## config.mk

```make
export PLATFORM = sky130hd
export DESIGN_NAME = sdb_lane_steer
export DESIGN_NICKNAME = d
export VERILOG_FILES = /design/src/hw/sdb_sync.v /design/src/hw/sdb_lane_steer.v
export VERILOG_INCLUDE_DIRS = /design/src /design/src/hw
export SDC_FILE = /design/constraint.sdc
export NUM_CORES = 1
export LEC_CHECK = 0
export BUFFER_PORTS_ARGS = -buffer_cell sky130_fd_sc_hd__buf_4
export CAP_MARGIN = 20
export CORE_MARGIN = 2
export CORE_UTILIZATION = 42
export CTS_CLUSTER_DIAMETER = 120
export DETAILED_ROUTE_END_ITERATION = 12
export PLACE_DENSITY_LB_ADDON = 0.25
export SLEW_MARGIN = 30
export SYNTH_ARGS = -nofsm -noshare
export SYNTH_HDL_FRONTEND = slang
export SYNTH_SLANG_ARGS = --single-unit
```

## constraint.sdc

```tcl
create_clock -name mclk_i -period 1.9 [get_ports mclk_i]
set_input_delay 0.475 -clock mclk_i [delete_from_list [all_inputs] [get_ports mclk_i]]
set_output_delay 0.475 -clock mclk_i [all_outputs]
set_load 0.03 [all_outputs]
```

## src/hw/sdb_regs.vh

```
// Constants for the standard-architecture data bus lane steering slave
`ifndef SDB_REGS_VH
`define SDB_REGS_VH

// Bus widths
`define SDB_DATA_W 16
`define SDB_ADDR_W 24
`define SDB_LADR_W 16
`define SDB_UADR_W 8

// Bit positions in the synchronised control vector, then its width
`define SDB_CTL_ALE 0
`define SDB_CTL_RD 1
`define SDB_CTL_WR 2
`define SDB_CTL_MEMRQ 3
`define SDB_CTL_IORQ 4
`define SDB_CTL_ULE 5
`define SDB_CTL_W 6

// Idle level of the active-low controls, also their reset value
`define SDB_CTL_IDLE 6'h3f

// Byte lane codes: bit 0 is lanes D0-7, bit 1 is lanes D8-15
`define SDB_LANE_NONE 2'h0
`define SDB_LANE_LO 2'h1
`define SDB_LANE_HI 2'h2
`define SDB_LANE_BOTH 2'h3

// Reset values
`define SDB_RST_DATA 16'h0000
`define SDB_RST_UADR 8'h00
`define SDB_RST_ADDR 24'h000000

`endif

```

## src/hw/sdb_sync.v

```verilog
// Two-flop synchroniser for a vector of backplane pins
`timescale 1ns/1ps
module sdb_sync #(
    parameter W = 1,
    parameter [W-1:0] RST = {W{1'b0}}
) (
    // Clock and reset
    input wire mclk_i,
    input wire rst_n_i,
    // Asynchronous pin levels
    input wire [W-1:0] d_i,
    // Synchronised levels
    output wire [W-1:0] q_o
);

    reg [W-1:0] meta_q;
    reg [W-1:0] sync_q;

    // First stage feeds only the second; both stages reset to the RST value
    always @(posedge mclk_i) begin
        if (!rst_n_i) begin
            meta_q <= RST;
            sync_q <= RST;
        end else begin
            meta_q <= d_i;
            sync_q <= meta_q;
        end
    end

    assign q_o = sync_q;

endmodule

```

## src/hw/sdb_lane_steer.v

```verilog
// Slave board data bus: address latching, board select and byte lane steering
`timescale 1ns/1ps
`include "sdb_regs.vh"

// How it works
// - Upper enable low and lowest address bit low move a word, low byte D0-7, high byte D8-15.
// - Upper enable low with lowest address bit high moves one byte on lanes D8-15 only.
// - Upper enable high with lowest address bit low moves one byte on lanes D0-7 only.
// - A board that is not selected keeps its data drivers off the backplane.
// - Address bits 16-23 travel on D0-7 during the address phase, bits 0-15 on their own lines.
// - The master gives an address latch strobe and the slave uses it to hold the upper bits.
// - The upper bits are captured on the rising edge of the active-low latch strobe.
// - An 8-bit board uses only D0-7 and ignores D8-15 entirely.
// - A 16-bit board uses D0-7 and also D8-15 on the extension connector.
// - The 16 data lines are bidirectional, active high, and driven through three-state drivers.
// - With read active the selected slave drives toward the master, otherwise data flows in.
module sdb_lane_steer #(
    parameter WIDE16 = 1,
    parameter [23:0] MEM_MATCH = 24'h080000,
    parameter [23:0] MEM_MASK = 24'hff0000,
    parameter [15:0] IO_MATCH = 16'h0100,
    parameter [15:0] IO_MASK = 16'hff00
) (
    // Clock and reset
    input wire mclk_i,
    input wire rst_n_i,
    // Backplane control pins
    input wire ale_n_i,
    input wire rd_n_i,
    input wire wr_n_i,
    input wire memrq_n_i,
    input wire iorq_n_i,
    input wire upper_lane_enable_n_i,
    // Backplane address pins
    input wire [15:1] addr_i,
    input wire lowest_address_bit_i,
    // Backplane data pins, split into in, out and enables
    input wire [15:0] data_i,
    output wire [15:0] data_o,
    output wire data_lo_oe_o,
    output wire data_hi_oe_o,
    // User side: cycle information
    output wire [23:0] cyc_addr_o,
    output wire cyc_io_o,
    output wire [1:0] cyc_be_o,
    // User side: read
    output wire rd_stb_o,
    input wire [15:0] rd_data_i,
    // User side: write
    output wire wr_stb_o,
    output wire [15:0] wr_data_o
);

    wire [`SDB_CTL_W-1:0] ctl_s;
    wire [`SDB_LADR_W-1:0] adr_s;
    wire [`SDB_DATA_W-1:0] dat_raw_s;
    wire [`SDB_DATA_W-1:0] dat_s;
    wire ale_s;
    wire rd_s;
    wire wr_s;
    wire memrq_s;
    wire iorq_s;
    wire ule_s;
    wire [23:0] full_adr;
    wire mem_hit;
    wire io_hit;
    wire [1:0] lanes;
    wire sel;
    wire rd_act;
    reg ale_q;
    reg rd_q;
    reg wr_q;
    reg wr_sel_q;
    reg [15:0] dat_q;
    reg [7:0] uadr_q;
    reg [15:0] dout_q;
    reg oe_lo_q;
    reg oe_hi_q;
    reg [23:0] cyc_addr_q;
    reg cyc_io_q;
    reg [1:0] cyc_be_q;
    reg rd_stb_q;
    reg wr_stb_q;
    reg [15:0] wr_data_q;

    // Lanes used by a cycle; an 8-bit board ignores the upper enable
    function [1:0] sdb_lanes;
        input ule_n;
        input a0;
        begin
            if (WIDE16 == 0) begin
                sdb_lanes = `SDB_LANE_LO;
            end else begin
                case ({ule_n, a0})
                    2'b00: sdb_lanes = `SDB_LANE_BOTH;
                    2'b01: sdb_lanes = `SDB_LANE_HI;
                    2'b10: sdb_lanes = `SDB_LANE_LO;
                    default: sdb_lanes = `SDB_LANE_NONE;
                endcase
            end
        end
    endfunction

    // Zero the bytes of a word whose lane is not in use
    function [15:0] sdb_mask;
        input [1:0] ln;
        input [15:0] w;
        begin
            sdb_mask = {w[15:8] & {8{ln[1]}}, w[7:0] & {8{ln[0]}}};
        end
    endfunction

    // Every pin crosses two flops before any logic sees it
    sdb_sync #(
        .W(`SDB_CTL_W),
        .RST(`SDB_CTL_IDLE)
    ) u_sync_ctl (
        .mclk_i(mclk_i),
        .rst_n_i(rst_n_i),
        .d_i({upper_lane_enable_n_i, iorq_n_i, memrq_n_i, wr_n_i, rd_n_i, ale_n_i}),
        .q_o(ctl_s)
    );

    sdb_sync #(
        .W(`SDB_LADR_W),
        .RST(16'h0000)
    ) u_sync_adr (
        .mclk_i(mclk_i),
        .rst_n_i(rst_n_i),
        .d_i({addr_i, lowest_address_bit_i}),
        .q_o(adr_s)
    );

    sdb_sync #(
        .W(`SDB_DATA_W),
        .RST(`SDB_RST_DATA)
    ) u_sync_dat (
        .mclk_i(mclk_i),
        .rst_n_i(rst_n_i),
        .d_i(data_i),
        .q_o(dat_raw_s)
    );

    assign ale_s = ctl_s[`SDB_CTL_ALE];
    assign rd_s = ctl_s[`SDB_CTL_RD];
    assign wr_s = ctl_s[`SDB_CTL_WR];
    assign memrq_s = ctl_s[`SDB_CTL_MEMRQ];
    assign iorq_s = ctl_s[`SDB_CTL_IORQ];
    assign ule_s = ctl_s[`SDB_CTL_ULE];

    // Upper data lines never reach the logic of an 8-bit board
    assign dat_s = (WIDE16 != 0) ? dat_raw_s : {8'h00, dat_raw_s[7:0]};

    // Memory decodes all 24 bits, I/O only the dedicated 16
    assign full_adr = {uadr_q, adr_s};
    assign mem_hit = ~memrq_s & ((full_adr & MEM_MASK) == (MEM_MATCH & MEM_MASK));
    assign io_hit = ~iorq_s & ((adr_s & IO_MASK) == (IO_MATCH & IO_MASK));
    assign lanes = sdb_lanes(ule_s, adr_s[0]);
    // Reserved lane code never selects the board
    assign sel = (mem_hit | io_hit) & (lanes != `SDB_LANE_NONE);
    // Direction comes from the master's read strobe, and only while the write strobe is high
    assign rd_act = ~rd_s & wr_s & sel;

    // Edge history and one-cycle-old data sample
    always @(posedge mclk_i) begin
        if (!rst_n_i) begin
            ale_q <= 1'b1;
            rd_q <= 1'b1;
            wr_q <= 1'b1;
            dat_q <= `SDB_RST_DATA;
        end else begin
            ale_q <= ale_s;
            rd_q <= rd_s;
            wr_q <= wr_s;
            dat_q <= dat_s;
        end
    end

    // Upper address held from the sample taken just before the strobe rose
    always @(posedge mclk_i) begin
        if (!rst_n_i) begin
            uadr_q <= `SDB_RST_UADR;
        end else if (ale_s & ~ale_q) begin
            uadr_q <= dat_q[7:0];
        end
    end

    // Read drivers: enabled only while selected and read is low
    always @(posedge mclk_i) begin
        if (!rst_n_i) begin
            oe_lo_q <= 1'b0;
            oe_hi_q <= 1'b0;
            dout_q <= `SDB_RST_DATA;
        end else begin
            oe_lo_q <= rd_act & lanes[0];
            oe_hi_q <= rd_act & lanes[1];
            dout_q <= sdb_mask(lanes, rd_data_i);
        end
    end

    // Cycle capture at the falling strobe, write strobe at its rise
    always @(posedge mclk_i) begin
        if (!rst_n_i) begin
            cyc_addr_q <= `SDB_RST_ADDR;
            cyc_io_q <= 1'b0;
            cyc_be_q <= `SDB_LANE_NONE;
            rd_stb_q <= 1'b0;
            wr_stb_q <= 1'b0;
            wr_sel_q <= 1'b0;
            wr_data_q <= `SDB_RST_DATA;
        end else begin
            rd_stb_q <= rd_act & rd_q;
            wr_stb_q <= 1'b0;
            if (sel & ((~rd_s & rd_q) | (~wr_s & wr_q))) begin
                cyc_addr_q <= io_hit ? {8'h00, adr_s} : full_adr;
                cyc_io_q <= io_hit;
                cyc_be_q <= lanes;
            end
            // Decide selection at the falling edge; address may move at the rise
            if (~wr_s & wr_q) begin
                wr_sel_q <= sel & rd_s;
            end else if (wr_s & ~wr_q) begin
                wr_sel_q <= 1'b0;
                wr_stb_q <= wr_sel_q;
                if (wr_sel_q) begin
                    wr_data_q <= sdb_mask(cyc_be_q, dat_q);
                end
            end
        end
    end

    assign data_o = dout_q;
    assign data_lo_oe_o = oe_lo_q;
    assign data_hi_oe_o = oe_hi_q;
    assign cyc_addr_o = cyc_addr_q;
    assign cyc_io_o = cyc_io_q;
    assign cyc_be_o = cyc_be_q;
    assign rd_stb_o = rd_stb_q;
    assign wr_stb_o = wr_stb_q;
    assign wr_data_o = wr_data_q;

endmodule

```

; ---- Word-level counts from Yosys, hierarchy flattened
; Index checks and enable logic that the tools add are counted.
[totals]
reg_bits = 167
[classes]
eq_ne = 4
muxes = 4
bitwise = 29
reduce_logical = 5
[ops]
columns = cell, n
row1 = 8-bit bitwise AND, 4
row2 = 24-bit 2-to-1 mux, 1
row3 = 1-bit bitwise AND, 14
row4 = 1-bit NOT, 9
row5 = 8-bit by 1-bit equality test with 1-bit output (second input constant), 1
row6 = 8-bit by 4-bit equality test with 1-bit output (second input constant), 1
row7 = 2-bit case mux with 3 select lines, 1
row8 = 2-bit nonzero test, 2
row9 = 3-bit AND reduction, 1
row10 = 3-bit OR reduction, 1
row11 = 2-bit by 1-bit equality test with 1-bit output (second input constant), 1
row12 = 2-bit equality test (second input constant), 1
row13 = 2-bit zero test, 1
row14 = 1-bit 2-to-1 mux, 2
row15 = 1-bit OR, 2

; ---- Logic depth before layout (Yosys ltp)
; Gate-level depths: netlist (run 1).
[logic_depth]
ltp_word = 6
ltp_mapped = 7
ltp_nobuf = 6

; ---- Cells and area by module
; From an unflattened synthesis (run 1), not the netlist that was laid out.
[unflattened]
cells_unflattened = 433
area_unflattened_um2 = 5118.7
[modules_own_cells]
columns = mod, cells_per_inst, n_inst, area_per_inst_um2
row1 = sdb_lane_steer, 274, 1, 2987.9
row2 = sdb_sync (u_sync_adr ...), 67, 2, 895.9
row3 = sdb_sync (u_sync_ctl), 25, 1, 339.1

; ---- Worst setup path after synthesis (run 1)
; No wires, ideal clock.
[synth_timing]
path_type = reg-to-reg
from = register u_sync_adr.sync_q[11] (netlist: u_sync_adr.q_o[11])
to = register cyc_addr_q[10] (netlist: cyc_addr_o[10])
t_required_ns = 1.828
stages_incl_launch_ff = 7
t_arrival_ns = 1.447
slack_ns = 0.381
n_path_buf = 2
cell_sequence = dfxtp_1 nor4_2 nand4_2 a211oi_2 buf_6 buf_12 mux2i_1
[synth_via]
elab_chain_cells = 5
[synth_rtl]
columns = element, line
row1 = start: declaration, sdb_sync.v:17  ; reg [W-1:0] sync_q;
row2 = start signal: assignment, sdb_sync.v:26  ; sync_q <= meta_q;
row3 = 8-bit by 1-bit equality test with 1-bit output, sdb_lane_steer.v:157  ; assign io_hit = ~iorq_s & ((adr_s & IO_MASK) == (IO_MATCH & IO_MASK));
row4 = 1-bit bitwise AND, sdb_lane_steer.v:157
row5 = 1-bit OR, sdb_lane_steer.v:160  ; assign sel = (mem_hit | io_hit) & (lanes != `SDB_LANE_NONE);
row6 = 1-bit bitwise AND, sdb_lane_steer.v:160
row7 = 1-bit bitwise AND, sdb_lane_steer.v:214  ; if (sel & ((~rd_s & rd_q) | (~wr_s & wr_q))) begin
row8 = end signal: assignment, sdb_lane_steer.v:204  ; cyc_addr_q <= `SDB_RST_ADDR;
row9 = end signal: assignment, sdb_lane_steer.v:215  ; cyc_addr_q <= io_hit ? {8'h00, adr_s} : full_adr;
row10 = end: declaration, sdb_lane_steer.v:79  ; reg [23:0] cyc_addr_q;
; No other way between the ends.
; A chain may end at the register's enable or synchronous reset.

; ---- Final worst setup path (run 1)
[layout_timing]
from = register uadr_q[5]
to = register cyc_be_q[1] (netlist: cyc_be_o[1])
[layout_via]
elab_chain_cells = 5
[layout_rtl]
columns = element, line
row1 = start: declaration, sdb_lane_steer.v:75  ; reg [7:0] uadr_q;
row2 = start signal: assignment, sdb_lane_steer.v:182  ; uadr_q <= `SDB_RST_UADR;
row3 = start signal: assignment, sdb_lane_steer.v:184  ; uadr_q <= dat_q[7:0];
row4 = 8-bit by 4-bit equality test with 1-bit output, sdb_lane_steer.v:156  ; assign mem_hit = ~memrq_s & ((full_adr & MEM_MASK) == (MEM_MATCH & MEM_MASK));
row5 = 1-bit bitwise AND, sdb_lane_steer.v:156
row6 = 1-bit OR, sdb_lane_steer.v:160
row7 = 1-bit bitwise AND, sdb_lane_steer.v:160
row8 = 1-bit bitwise AND, sdb_lane_steer.v:214
row9 = end signal: assignment, sdb_lane_steer.v:206  ; cyc_be_q <= `SDB_LANE_NONE;
row10 = end signal: assignment, sdb_lane_steer.v:217  ; cyc_be_q <= lanes;
row11 = end: declaration, sdb_lane_steer.v:81  ; reg [1:0] cyc_be_q;
; No other way between the ends.

==> results of run 1 <==
==> layout by cell type (no fill, tap or decap), drive strengths merged <==
master      n
ha          2
nand2b     13
a211oi      1
a21oi       3
bufinv      7
nand3       1
buf       127
clkbuf     19
clkinvlp    1
nand2      41
nor4        2
and4        3
nor3b       7
a22o       16
or4         1
a2111o      1
clkinv      5
mux2i      27
inv         6
o21ai       1
nand4       1
nor3        2
dfxtp     167
nand4b      1
nor2b       1
nor2       14
and2      100
==> sequential cells by signal, summed over array words and instances, names as in the netlist, 2 cells and up <==
name and flops:
u_sync_dat.meta_q 16, uadr_q 8, u_sync_dat.q_o 16, data_o 16, u_sync_ctl.q_o 6, dat_q 16
u_sync_adr.q_o 16, wr_data_o 16, cyc_addr_o 24, u_sync_adr.meta_q 16, cyc_be_o 2, u_sync_ctl.meta_q 6
==> metal layers <==
layer	up-vias	track usage, %
met4	0	7.480
li1	1643	-
met2	85	22.79
met3	16	5.898
met5	-	0
met1	1401	16.32
==> cell families after synthesis <==
kind of cell	share of synthesized area (%)
and+or+nand+nor	21.18
DFF	66.35
muxes	5.364
AOI/OAI and AO/OA	3.650
adders and majority gates	0.4966
buffers and inverters	2.955
==> through the flow <==
stage / area, um2 / utilization, % / setup WS [ns] / std cells
final: 6778 / 57.14 / 0.1376 / 717
after global routing: 6778 / 57.14 / 0.0002525 / 717
after CTS: 6753 / 56.93 / 0.06126 / 714
after detailed placement: 6060 / 51.09 / 0.08507 / 682
after global placement: 6060 / 51.09 / 0.1920 / 682
after floorplan: 5039 / - / 0.3813 / 435
==> worst max-delay path, stage by stage, from the launching register on <==
cell and delay (ns):
dfxtp_1 0.31, nor4_2 0.27, nand4b_1 0.27, a211oi_4 0.37, buf_4 0.24, mux2i_1 0.22
==> power groups by stage <==
stage               registers [uW]  logic, uW  clock network (uW)
floorplan                     3720        125                   0
global placement              3700        275                   0
detailed placement            3710        280                   0
CTS                           3630        281                4020
global route                  3630        307                4170
finish                        3630        277                3930
==> final timing paths <==
| kind | end | slack (ns) | cells past startpoint |
|---|---|---|---|
| hold reg to reg | u_sync_ctl.q_o[3] | 0.40 | 1 |
| hold / removal | u_sync_ctl.meta_q[5] | 0.24 | 2 |
| setup / recovery | cyc_be_o[1] | 0.14 | 5 |
| setup reg to reg | cyc_be_o[1] | 0.14 | 5 |
==> cell type report <==
type | instances | area (um2)
Inverter | 6 | 22.52
Clock inverter | 13 | 250.2
Clock buffer | 19 | 442.9
Sequential cell | 167 | 3343
Multi-Input combinational cell | 238 | 1556
Timing Repair Buffer | 127 | 978.4
Fill cell | 1000 | 5084
Tap cell | 147 | 183.9
==> timing repair <==
item | in CTS | in global routing
setup endpoints to repair | 0 | 1
endpoints found under the hold margin | 0 | 0
setup buffers | 0 | 3
==> flow_summary.json, run 1 <==
{
  "fin_setup_tns_ns": 0,
  "rsz0062_at_grt": "false",
  "ys_types": 29,
  "clock.fmax_ghz": 0.5674,
  "htree_num_levels": 4,
  "final_hold_viol_count": 0,
  "start_util_pct": 42.48,
  "vias": 3145,
  "cp_max_fo": 11,
  "fin_crit_ns": 1.762,
  "synthTopCellsByArea": "dfxtp_1, and2_1, mux2i_1",
  "yosysWarnings": 0,
  "antenna_found_initial": 0,
  "avgSynthCellArea_um2": 11.58,
  "dieHeight_um": 113.5,
  "hold_start": "upper_lane_enable_n_i",
  "ios": 119,
  "synthArstFlopShare_pct": 0,
  "drcViolationCount": 0,
  "swShare_pct": 18.59,
  "hpwlAfterDp_um": 5791,
  "place.gp.congestion": 0.7607,
  "switching_power_uw": 1457,
  "rr_startpoint": "uadr_q[5]",
  "synth_nets": 493,
  "worstSetupPathType": "reg2reg",
  "internal-power_uw": 6380,
  "antennaDiodeCount": 0,
  "rows": 40,
  "cts-root-buf": "clkbuf_16",
  "worst_slew_pin_slew_ns": 0.6561,
  "powerDensity_nw_per_um2": 1156,
  "synth-edff-count": 0,
  "vias_per_cell": 4.386,
  "required_ns": 2.24,
  "post_drt_wl_per_cell_um": 12.14,
  "outcome": "finished, final reports clean",
  "cap_violations": 0,
  "power.leakage_uw": 0.002914,
  "yosysSeqAreaShare_pct": 66.35,
  "wl_met1_um": 3893,
  "numPortBuffers": 118,
  "grt_pass1_wl_um": 14070,
  "cts.clk_slew.worst_paths_ns": 0.06,
  "cts_hold_buffers": 0,
  "die_w_um": 113.5,
  "hold_class": "in2reg",
  "clock_latency_ns": 0.41,
  "drt-initial-drc-count": 137,
  "synthToLayoutAreaGrowth_pct": 34.52,
  "period_share_pct": 92.76,
  "routed-wl-met3_um": 572,
  "cts.sinks": 167,
  "synthCells": 435,
  "fin_hold_ws_ns": 0.2414,
  "ys_ff_latch": 167,
  "p_seq_share_pct": 46.3,
  "cts_tree": "done",
  "wl_met2_um": 4063,
  "clk_path_buf_depth": 2,
  "die_area_um2": 12890,
  "layout-drive-gt1-share_pct": 28.77,
  "postRouteAntennaNets": 0,
  "clock_skew_ns": 0.004513,
  "power_uw": 7837,
  "grt_usage_pct": 14.23,
  "final_max_slew_viol_count": 0,
  "ys_top_cells_by_count": "dfxtp_1, and2_1, nand2_1",
  "cp.arrival_ns": 2.10,
  "synth.most_common_cell": "dfxtp_1",
  "setup_viol": 0,
  "grt_max_degree": 134,
  "yosysTopAreaCellShare_pct": 66.35,
  "dr.pass1.iters": 4,
  "core_area_um2": 11860,
  "startpoint": "uadr_q[5]",
  "highest_layer": "met4",
  "synth_top_area_cell": "dfxtp_1",
  "nNetsFinal": 615,
  "p_clk_share_pct": 50.2,
  "grt-ovfl-total": 0,
  "cts_buffers": 17,
  "post_cts_resize_count": 0,
  "synthesis.area_um2": 5039,
  "totalWireLength_um": 8707,
  "end_kind": "flop",
  "slew-limit-headroom_pct": 56.21,
  "grt_pass1_vias": 2946,
  "synth-main-ff-cell": "dfxtp_1",
  "critPathLaunchType": "flop",
  "combPwrFrac_pct": 3.5,
  "vdd_ir_drop_max_uv": 561.8
}
No activity file was read; power rests on OpenSTA's default activity.
==> inputs of run 2 (changes only) <==
==> constraint.sdc (replaced) <==
create_clock -name mclk_i -period 1.9 [get_ports mclk_i]
set_input_delay 0.095 -clock mclk_i [delete_from_list [all_inputs] [get_ports mclk_i]]
set_output_delay 0.095 -clock mclk_i [all_outputs]
set_load 0.03 [all_outputs]
==> flow_summary.json, run 2 (synthesis gave the netlist of run 1 again) <==
{
  "rows": 40,
  "nNetsFinal": 665,
  "cts_tree": "done",
  "required_ns": 2.24,
  "switching_power_uw": 1420,
  "vias_per_cell": 4.327,
  "fin_crit_ns": 1.761,
  "clock_skew_ns": 0.008193,
  "outcome": "finished, final reports clean",
  "swShare_pct": 18.98,
  "cp.arrival_ns": 2.10,
  "cts_buffers": 17,
  "ios": 119,
  "cts.clk_slew.worst_paths_ns": 0.06,
  "period_share_pct": 92.68,
  "cap_violations": 0,
  "hpwlAfterDp_um": 5805,
  "end_kind": "flop",
  "fin_util_pct": 60.76,
  "die_area_um2": 12890,
  "fin_setup_tns_ns": 0,
  "drt-initial-drc-count": 108,
  "slew-limit-headroom_pct": 50.37,
  "power.leakage_uw": 0.003079,
  "combPwrFrac_pct": 4.9,
  "worst_slew_pin_slew_ns": 0.7444,
  "post_cts_resize_count": 0,
  "postRouteAntennaNets": 0,
  "p_seq_share_pct": 48.5,
  "antennaDiodeCount": 0,
  "grt-ovfl-total": 0,
  "grt_pass1_vias": 3253,
  "grt_max_degree": 134,
  "hold_class": "in2reg",
  "dieHeight_um": 113.5,
  "vdd_ir_drop_max_uv": 483.5,
  "design_area_um2": 7207,
  "drcViolationCount": 0,
  "place.gp.congestion": 0.7679,
  "cts-root-buf": "clkbuf_16",
  "cp_max_fo": 18,
  "totalWireLength_um": 9232,
  "p_clk_share_pct": 46.6,
  "fin_cells": 767,
  "cts_setup_buffers": 0,
  "final_max_slew_viol_count": 0,
  "final_hold_viol_count": 0,
  "clock.fmax_ghz": 0.5679,
  "synthToLayoutAreaGrowth_pct": 43.03,
  "die_w_um": 113.5,
  "clock_latency_ns": 0.41,
  "critPathLaunchType": "flop",
  "vias": 3319,
  "final_cell_mix": "dfxtp_1, buf_4, and2_1",
  "dr.pass1.iters": 4,
  "worstSetupPathType": "reg2reg",
  "dp.cells": 681,
  "setup_viol": 0,
  "antenna_found_initial": 0,
  "numPortBuffers": 118,
  "core_area_um2": 11860,
  "layout-drive-gt1-share_pct": 25.48,
  "grt_usage_pct": 14.81,
  "rsz0062_at_grt": "false",
  "post_drt_wl_per_cell_um": 12.04,
  "start_util_pct": 42.48,
  "post_dp_cell_area_um2": 6042,
  "filler_cell_count": 929,
  "largest_reg_flops": 24,
  "fin_hold_ws_ns": 0.1504,
  "grt_pass1_wl_um": 14750,
  "clk_path_buf_depth": 2,
  "htree_num_levels": 4,
  "internal-power_uw": 6061,
  "layout_commonest_cell": "dfxtp_1",
  "powerDensity_nw_per_um2": 1038,
  "cts.sinks": 167
}
[run 2: cell types whose count changed in the layout (fill, tap and decap cells not counted)]
cell / before / now
dlygate4sd3_1: 0 / 54
buf_4: 125 / 121
bufinv_16: 7 / 3
clkbuf_8: 1 / 5
clkbuf_1: 1 / 3
clkinv_4: 2 / 0
buf_12: 2 / 1
buf_6: 0 / 1
clkinv_2: 3 / 2
clkinvlp_4: 1 / 2
[run 2: critical path, stage by stage, from the launching register on]
cell and delay [ns]:
dfxtp_1 0.31, nor4_2 0.35, nand4_2 0.25, a211oi_4 0.34, buf_12 0.22, mux2i_1 0.20
[run 2: final cells by class]
type                            count  area, um2  share of cell area (%)
Timing Repair Buffer              177       1480                   20.54
Inverter                            6      22.52                  0.3125
Tap cell                          147      183.9                   2.552
Clock buffer                       25      505.5                   7.014
Multi-Input combinational cell    238       1556                   21.60
Sequential cell                   167       3343                   46.39
Clock inverter                      7      115.1                   1.597
[run 2: final timing paths]
check	startpoint	end	slack, ns	depth (start not counted)
max reg2reg	u_sync_adr.q_o[11]	cyc_addr_o[3]	0.14	5
max	u_sync_adr.q_o[11]	cyc_addr_o[3]	0.14	5
min reg2reg	u_sync_ctl.meta_q[4]	u_sync_ctl.q_o[4]	0.41	1
min	rst_n_i	uadr_q[1]	0.15	4
[run 2: layer usage]
| metal | up-vias | wire [um] | track usage [%] | share of wire (%) |
|---|---|---|---|---|
| li1 | 1734 | - | - | - |
| met2 | 88 | 4413 | 24.95 | 48 |
| met5 | - | 0 | 0 | 0 |
| met4 | 0 | 168 | 6.260 | 1.8 |
| met3 | 16 | 513 | 5.898 | 5.6 |
| met1 | 1481 | 4136 | 16.72 | 45 |
[run 2: power groups by stage]
stage	combinational [uW]	clock, uW	sequential, uW
after floorplan	125	0	3720
after global placement	272	0	3700
after detailed placement	277	0	3700
after CTS	367	3570	3630
after global routing	401	3730	3640
final	365	3490	3630
[run 2: what timing repair did]
action,CTS,global route
endpoints found under the hold margin,54,0
hold buffers,54,0
setup endpoints to repair,0,0
[run 2: per-stage QoR]
stage	setup WS, ns	power [uW]
2_1_floorplan	0.3813	3848
3_3_place_gp	0.08785	3975
3_5_place_dp	0.1548	3982
4_1_cts	0.1368	7567
5_1_grt	0.02464	7767
6_report	0.1390	7480
